$ cat config.mk
export PLATFORM = sky130hd
export DESIGN_NAME = pltc_top
export DESIGN_NICKNAME = d
export VERILOG_FILES = /design/src/logic/pltc_pkg.sv /design/src/logic/pltc_top.sv
export SDC_FILE = /design/constraint.sdc
export NUM_CORES = 1
export LEC_CHECK = 0
export ABC_AREA = 1
export ABC_CLOCK_PERIOD_IN_PS = 1600
export BUFFER_PORTS_ARGS = -buffer_cell sky130_fd_sc_hd__buf_2
export CORE_ASPECT_RATIO = 2
export CORE_MARGIN = 1.5
export CORE_UTILIZATION = 40
export CTS_CLUSTER_DIAMETER = 30
export CTS_CLUSTER_SIZE = 28
export DETAILED_ROUTE_END_ITERATION = 12
export GPL_TIMING_DRIVEN = 0
export HOLD_SLACK_MARGIN = 0.15
export PLACE_DENSITY_LB_ADDON = 0.1
export SYNTH_ARGS = -nofsm -noshare
export SYNTH_HDL_FRONTEND = slang
export SYNTH_SLANG_ARGS = --single-unit
$ cat constraint.sdc
create_clock -name mclk_in -period 1.6 [get_ports mclk_in]
set_input_delay 0.32 -clock mclk_in [delete_from_list [all_inputs] [get_ports mclk_in]]
set_output_delay 0.32 -clock mclk_in [all_outputs]
set_load 0.02 [all_outputs]
$ cat src/logic/pltc_pkg.sv
// Constants and state type for the physical-layer loopback and test control block.
`default_nettype none
package pltc_pkg;
    // Register offsets within the station's configuration space.
    localparam logic [11:0] PLTC_TEST_OFS = 12'h228;
    localparam logic [11:0] PLTC_PORT_OFS = 12'h230;
    // Field positions in the test control register.
    localparam int PLTC_SKIP_BIT = 4;
    localparam int PLTC_PRBS_LSB = 16;
    localparam int PLTC_SER_LSB = 20;
    localparam int PLTC_PAR_LSB = 24;
    localparam int PLTC_PATTERN_LSB = 28;
    // Quad and port counts per station, and the width of one port slot.
    localparam int PLTC_QUADS = 4;
    localparam int PLTC_PORTS = 3;
    localparam int PLTC_SLOT_W = 4;
    // Bit positions inside one port slot of the port command register.
    localparam int PLTC_CMD_LB = 0;
    localparam int PLTC_CMD_SCR = 1;
    localparam int PLTC_CMD_CRX = 2;
    localparam int PLTC_CMD_RDY = 3;
    // Writable bits of the test register, and the quad 2/3 bits held reserved in station 0.
    localparam logic [31:0] PLTC_TEST_WMASK = 32'hffff_0010;
    localparam logic [31:0] PLTC_TEST_RSVD_ST0 = 32'hcccc_0000;
    // Writable bits of one port slot; the ready bit is read only.
    localparam logic [3:0] PLTC_SLOT_WMASK = 4'h7;
    // Port slots that carry a real port, per station.
    localparam logic [2:0] PLTC_SLOTS_ST0 = 3'h3;
    localparam logic [2:0] PLTC_SLOTS_ST1 = 3'h6;
    localparam logic [2:0] PLTC_SLOTS_ST2 = 3'h3;
    // Symbol times between SKIP ordered sets in skip timer test mode.
    localparam int PLTC_SKIP_TEST_SYMBOLS = 256;
    // Width of the stored port command field.
    localparam int PLTC_CMD_W = 12;
    // Source of a register write.
    typedef enum logic [0:0] {
        PLTC_SRC_SW = 1'b0,
        PLTC_SRC_SERIAL = 1'b1
    } pltc_src_t;
    // All state of the block.
    typedef struct packed {
        logic [31:0] test;
        logic [PLTC_CMD_W-1:0] cmd;
        logic [PLTC_PORTS-1:0] pend;
        logic [PLTC_PORTS-1:0] path;
        logic [31:0] rdata;
    } pltc_state_t;
endpackage
`default_nettype wire

$ cat src/logic/pltc_top.sv
// Physical-layer loopback, test pattern and scrambler control for one switch station.
`default_nettype none
module pltc_top #(
    parameter int STATION = 0
) (
    input wire logic mclk_in,
    input wire logic sys_rst_in,
    input wire logic reg_wr_en_in,
    input wire logic reg_rd_en_in,
    input wire logic [11:0] reg_addr_in,
    input wire logic [31:0] reg_wdata_in,
    input wire logic reg_src_in,
    input wire logic [2:0] cfg_reached_in,
    input wire logic [2:0] cfg_complete_in,
    input wire logic [2:0] lpbk_master_active_in,
    output logic [31:0] reg_rdata_out,
    output logic [3:0] serial_lpbk_out,
    output logic [3:0] parallel_lpbk_out,
    output logic par_tap_pre_ebuf_out,
    output logic [3:0] user_pattern_gen_out,
    output logic [3:0] prbs7_en_out,
    output logic skip_test_out,
    output logic [2:0] lpbk_master_req_out,
    output logic [2:0] lpbk_via_recovery_out,
    output logic [2:0] scram_dis_out,
    output logic [2:0] dis_scram_training_control_bit_out,
    output logic [2:0] compliance_rx_training_control_bit_out
);
    // Current and next state of the whole block.
    pltc_pkg::pltc_state_t q, d;
    // Writable masks and live port slots for this station.
    logic [31:0] test_wmask;
    logic [2:0] slot_live;

    // Station-dependent masks: factory bits never take a write from any source.
    always_comb begin
        test_wmask = pltc_pkg::PLTC_TEST_WMASK;
        slot_live = pltc_pkg::PLTC_SLOTS_ST0;
        if (STATION == 0) begin
            test_wmask = pltc_pkg::PLTC_TEST_WMASK & ~pltc_pkg::PLTC_TEST_RSVD_ST0;
        end
        if (STATION == 1) begin
            slot_live = pltc_pkg::PLTC_SLOTS_ST1;
        end else if (STATION == 2) begin
            slot_live = pltc_pkg::PLTC_SLOTS_ST2;
        end
    end

    // Next-state logic for registers, per-port tracking and read data.
    always_comb begin
        logic [3:0] nib;
        logic [3:0] old;
        nib = 4'h0;
        old = 4'h0;
        d = q;
        // Test register write: masked merge keeps reserved bits at zero.
        if (reg_wr_en_in && reg_addr_in == pltc_pkg::PLTC_TEST_OFS) begin
            d.test = (reg_wdata_in & test_wmask) | (q.test & ~test_wmask);
        end
        for (int i = 0; i < pltc_pkg::PLTC_PORTS; i++) begin
            old = q.cmd[i*pltc_pkg::PLTC_SLOT_W +: pltc_pkg::PLTC_SLOT_W];
            // Serial-load disable takes effect once training completes.
            if (cfg_complete_in[i]) begin
                d.pend[i] = 1'b0;
            end
            if (reg_wr_en_in && reg_addr_in == pltc_pkg::PLTC_PORT_OFS && slot_live[i]) begin
                nib = reg_wdata_in[i*pltc_pkg::PLTC_SLOT_W +: pltc_pkg::PLTC_SLOT_W];
                d.cmd[i*pltc_pkg::PLTC_SLOT_W +: 3] = nib[2:0] & pltc_pkg::PLTC_SLOT_WMASK[2:0];
                // A fresh command records which training state leads to loopback.
                if (nib[pltc_pkg::PLTC_CMD_LB] && !old[pltc_pkg::PLTC_CMD_LB]) begin
                    d.path[i] = cfg_reached_in[i];
                end
                // A cleared bit or any software write ends a wait; a fresh serial load starts one.
                if (!nib[pltc_pkg::PLTC_CMD_SCR] || reg_src_in == pltc_pkg::PLTC_SRC_SW) begin
                    d.pend[i] = 1'b0;
                end else if (!old[pltc_pkg::PLTC_CMD_SCR]) begin
                    d.pend[i] = 1'b1;
                end
            end
            // Ready tracks Loopback.Active as master while the command stands.
            d.cmd[i*pltc_pkg::PLTC_SLOT_W + pltc_pkg::PLTC_CMD_RDY] =
                slot_live[i] & lpbk_master_active_in[i] & old[pltc_pkg::PLTC_CMD_LB];
        end
        // Registered read; unmapped offsets read zero.
        if (reg_rd_en_in) begin
            if (reg_addr_in == pltc_pkg::PLTC_TEST_OFS) begin
                d.rdata = q.test;
            end else if (reg_addr_in == pltc_pkg::PLTC_PORT_OFS) begin
                d.rdata = {20'h0_0000, q.cmd};
            end else begin
                d.rdata = 32'h0000_0000;
            end
        end
    end

    // State register; reset restores normal link operation.
    always_ff @(posedge mclk_in) begin
        if (sys_rst_in) begin
            q <= '0;
        end else begin
            q <= d;
        end
    end

    // Quad controls drive the SerDes lane groups straight from the register.
    assign serial_lpbk_out = q.test[pltc_pkg::PLTC_SER_LSB +: pltc_pkg::PLTC_QUADS];
    assign parallel_lpbk_out = q.test[pltc_pkg::PLTC_PAR_LSB +: pltc_pkg::PLTC_QUADS];
    assign par_tap_pre_ebuf_out = q.test[pltc_pkg::PLTC_SKIP_BIT];
    assign skip_test_out = q.test[pltc_pkg::PLTC_SKIP_BIT];
    assign user_pattern_gen_out = q.test[pltc_pkg::PLTC_PATTERN_LSB +: pltc_pkg::PLTC_QUADS];
    assign prbs7_en_out = q.test[pltc_pkg::PLTC_PRBS_LSB +: pltc_pkg::PLTC_QUADS];
    assign reg_rdata_out = q.rdata;

    // Per-port command outputs, one slot each.
    genvar g;
    generate
        for (g = 0; g < pltc_pkg::PLTC_PORTS; g++) begin : g_port
            assign lpbk_master_req_out[g] =
                q.cmd[g*pltc_pkg::PLTC_SLOT_W + pltc_pkg::PLTC_CMD_LB];
            assign lpbk_via_recovery_out[g] = q.path[g];
            assign scram_dis_out[g] =
                q.cmd[g*pltc_pkg::PLTC_SLOT_W + pltc_pkg::PLTC_CMD_SCR] & ~q.pend[g];
            assign dis_scram_training_control_bit_out[g] =
                q.cmd[g*pltc_pkg::PLTC_SLOT_W + pltc_pkg::PLTC_CMD_SCR];
            assign compliance_rx_training_control_bit_out[g] =
                q.cmd[g*pltc_pkg::PLTC_SLOT_W + pltc_pkg::PLTC_CMD_CRX];
        end
    endgenerate

    logic wr_test;
    logic wr_port;
    assign wr_test = reg_wr_en_in && reg_addr_in == pltc_pkg::PLTC_TEST_OFS;
    assign wr_port = reg_wr_en_in && reg_addr_in == pltc_pkg::PLTC_PORT_OFS;
endmodule
`default_nettype wire

=== After elaboration in Yosys (flattened, before gate mapping) ===
Cells that the tools add are included.

* $add $sub $neg: 0
* Multipliers: 0
* Div/mod/pow operators: 0
* Order comparisons: 0
* Equal/unequal tests: 2
* Shift-type cells: 0
* Muxes and demuxes: 10
* Bitwise operators: 8
* Reduce and logical (&&, ||, !) cells: 12

{| class="wikitable"
|+ Operator list
! kind !! count
|-
| 2-to-1 mux 32 bit || 1
|-
| OR 30 x 32 -> 32 bit || 1
|-
| equality test 12 x 10 -> 1 bit, second input constant || 2
|-
| 2-to-1 mux 12 bit || 1
|-
| 2-to-1 mux 1 bit || 8
|-
| bitwise AND 1 bit || 4
|-
| logical AND 1 bit || 4
|-
| zero test 1 bit || 4
|-
| AND reduction 2 bit || 2
|-
| inverter 1 bit || 3
|-
| logical OR 1 bit || 2
|}

* Register bits: 77
* Bits in latches: 0
* RAM bits: 0
* Bits in read-only memories: 0
* Input port bits: 58
* Output and inout port bits: 65
* Word-level logic and storage cells: 40
* Memories: 0

=== Depth between registers and ports, before layout ===
* Depth in word-level cells: 4
* Mapped depth: 8
* Gate-level depth less buffers: 8

=== Worst setup path before layout ===
No wires, ideal clock.

* Kind: input to register
* Start: in reg_addr_in[1]
* End: reg q, in the netlist user_pattern_gen_out[1]
* Setup time: 0.114 ns
* Arrival: 1.100 ns
* Required time: 1.486 ns
* Path slack: 0.386 ns
* Cell stages on the path: 7
* Path buffers: 1
* Path through: nor2_2 nand3_2 nor2_4 nand3_4 buf_6 nor2_1 nor2_2

* Longest elaborated chain between the ends: 2

{| class="wikitable"
|+ Ends and longest elaborated chain
! element !! RTL line !! text
|-
| from (decl) || pltc_top.sv:10 || <nowiki>input wire logic [11:0] reg_addr_in,</nowiki>
|-
| equality test 12 x 10 -> 1 bit || -- ||
|-
| logical AND 1 bit || -- ||
|-
| to (signal assigned) || pltc_top.sv:99 || <nowiki>q <= '0;</nowiki>
|-
| to (signal assigned) || pltc_top.sv:101 || <nowiki>q <= d;</nowiki>
|-
| to (decl) || pltc_top.sv:30 || <nowiki>pltc_pkg::pltc_state_t q, d;</nowiki>
|}

No other way between the ends.
A chain may end at the register's enable or synchronous reset.

==> flow_summary.toml <==
[sta]
slew_headroom = 0.6622
fmax_mhz = 721.8
worst_pin_slew_ns = 0.5067
fin_crit_ns = 1.385
post-route-period-util = 0.8658
final-hold-violation-count = 0
rsz0062_at_grt = "false"
setup_viol = 0
slew_viol_final = 0
timing.final.ws_setup_ns = 0.2147
setup_tns_ns = 0
final.setup_skew_ns = 0.003676

[cells_and_area]
nets = 469
post-route-util = 0.5302
fillers = 553
stdcell_count = 470
drive_above_1_share = 0.4732
antenna_cells = 0
area_delta_synth_final_pct = 28.32

[grt]
grt_pass1_wl_um = 7458
grt_pass1_vias = 1762
antenna_found_initial = 0
grt_max_degree = 18
gr-total-overflow = 0
grt.total_usage = 0.1556

[cts]
path_clk_slew_ns = 0.07
clk_latency_ns = 0.28
cts_tree = "done"
cts_root_buffer = "clkbuf_8"
clk_path_buf_depth = 2
htreeDepth = 2
clock-sinks = 38
cts_hold_buf = 0
cts_buffers = 5
cts_setup_buffers = 0

[worst_setup_path]
worstPathArrival_ns = 1.07
cp_data_required_time_ns = 1.28
reg2regPathDepth = 5
critPathMaxFanout = 17
r2r-start = "q[35]$_SDFF_PP0_"
crit_path_max_incr_delay_ns = 0.48
path_class = "reg -> out"
cp_cell_sequence = "buf_4, buf_2"
cp-start-kind = "flop"
worstSetupEndpointType = "primary output"
reg2reg_slack_ns = 0.58
crit_slowest_cell = "dfxtp_2"
rr_endpoint = "q[35]$_SDFF_PP0_"

[yosys]
synth_area_leader_cell = "dfxtp_1"
synth_enable_flop_cells = 0
synth-simple-area-share = 0.2816
ys_seq_elements = 38
synth.distinct_cells = 26
synth_commonest_cells = "62 x buf_4, 57 x nand2_1, 38 x dfxtp_1"
yosysMostFrequentCell = "buf_4"
synth-compound-area-share = 0.08827
yosys_warnings = 0
synth_ff_type = "dfxtp_1"
synthMuxAreaShare = 0
ys_seq_area_frac = 0.3397
synthXorXnorAreaFrac = 0
synthAdderAreaFrac = 0
netlist.area_leader.share = 0.3397
synth_cells = 306
syn-cell-area_sq_um = 2240
syn_avg_cell_area_sq_um = 7.319
synthArstFlopShare = 0
synth_top_family_by_area = "buffers and inverters"
synth_area_leaders = "dfxtp_1 34%, buf_4 21%, nand2_1 9.6%"

[hold_path]
hp-class = "in -> reg"
min_path_cells = 3
worstHoldStart = "reg_wdata_in[16]"
min_to = "prbs7_en_out[0]$_SDFFE_PP0P_"

[place]
dp_slack_ns = 0.1211
gp_congestion = 0.7870
placedCellCount = 464
dp_hpwl_um = 3770
io_buffers = 86

[power]
leakagePower_nw = 1.587
peakVddDrop_uv = 625.1
finalPower_mw = 1.833
powerDensity_nw_per_um2 = 637.9

[floorplan]
dieArea_sq_um = 6084
io_pins = 123
core_area_sq_um = 5420
die_h_um = 108.8
die_w_um = 55.91
fp-row-count = 38
initial_core_util = 0.4132

[drt]
drcViolationCount = 0
postRouteAntennaNets = 0
vias = 2012
dr.pass1.iters = 4
wl_per_cell_um = 9.979
finalWirelength_um = 4690
via_per_inst = 4.281
drtIter0Drc = 52

[flow_run]
drv_cap = 0

[status]
outcome = "finished clean"
## what timing repair did
item / CTS / global route
setup endpoints to repair: 0 / 16
gates resized for setup: 0 / 1
hold endpoints to repair: 0 / 0
## logic make-up after synthesis
| kind of cell | Yosys count |
|---|---|
| AOI/OAI and AO/OA | 35 |
| buffers and inverters | 103 |
| DFF | 38 |
| other | 1 |
| and+or+nand+nor | 129 |
## worst max path at each step
stage	from	to	slack (ns)	cells after the start
2_1_floorplan	reg_addr_in[1]	user_pattern_gen_out[1]$_SDFFE_PP0P_	0.39	7
3_3_place_gp	reg_addr_in[1]	user_pattern_gen_out[1]$_SDFFE_PP0P_	0.11	8
3_5_place_dp	reg_addr_in[7]	user_pattern_gen_out[1]$_SDFFE_PP0P_	0.12	8
4_1_cts	reg_rdata_out[30]$_SDFFE_PP0P_	reg_rdata_out[23]	0.002	2
5_1_grt	reg_rdata_out[30]$_SDFFE_PP0P_	reg_rdata_out[10]	0.13	2
6_report	reg_rdata_out[30]$_SDFFE_PP0P_	reg_rdata_out[23]	0.21	2
## routing by layer
layer  vias up  share of wire  GRT usage
met4         0          0.027    0.07653
met1       870           0.37     0.1490
met5         -              0          0
met2        61           0.54     0.3010
met3        10          0.059    0.03915
li1       1071              -          -
## final cells by class
cell class                 instances  area (sq um)  area share
multi-input combinational        177         877.1      0.3052
tap                               60         75.07     0.02612
inverter                          32         120.1     0.04179
sequential                        38         762.0      0.2651
buffer                            71         526.8      0.1833
timing repair buffer              86         430.4      0.1498
clock buffer                       6         82.58     0.02873
## worst max-delay path: cells and delay by family (launching register included)
family | cells | cell delay [ns]
buffers and inverters | 2 | 0.30
flip-flops | 1 | 0.48
## where the power goes
group          switching, mW  internal [mW]  total (mW)
combinational          0.134         0.0930       0.227
sequential           0.00530          0.956       0.962
clock                  0.312          0.332       0.645
## flip-flops by register name, indices dropped and copies added (netlist names)
register,count
serial_lpbk_out,2
lpbk_via_recovery_out,2
compliance_rx_training_control_bit_out,2
par_tap_pre_ebuf_out,1
q,4
lpbk_master_req_out,2
dis_scram_training_control_bit_out,2
prbs7_en_out,2
reg_rdata_out,17
user_pattern_gen_out,2
parallel_lpbk_out,2
## per-stage QoR
step,instance area (sq um),hold slack [ns]
floorplan,2285,0.4416
global placement,2790,0.4520
detailed placement,2790,0.4567
CTS,2873,0.2485
global route,2874,0.2541
finish,2874,0.2560
## layout by cell type, fill, tap and decap left out, drive strengths merged
master / count
buf: 154
nand2: 69
dfxtp: 38
nor2: 38
inv: 32
a21oi: 27
nand3: 14
conb: 13
clkbuf: 9
o21ai: 8
nand4: 4
or2: 2
nor3: 1
and2: 1
Note: power is estimated with default switching activity, not from simulation.
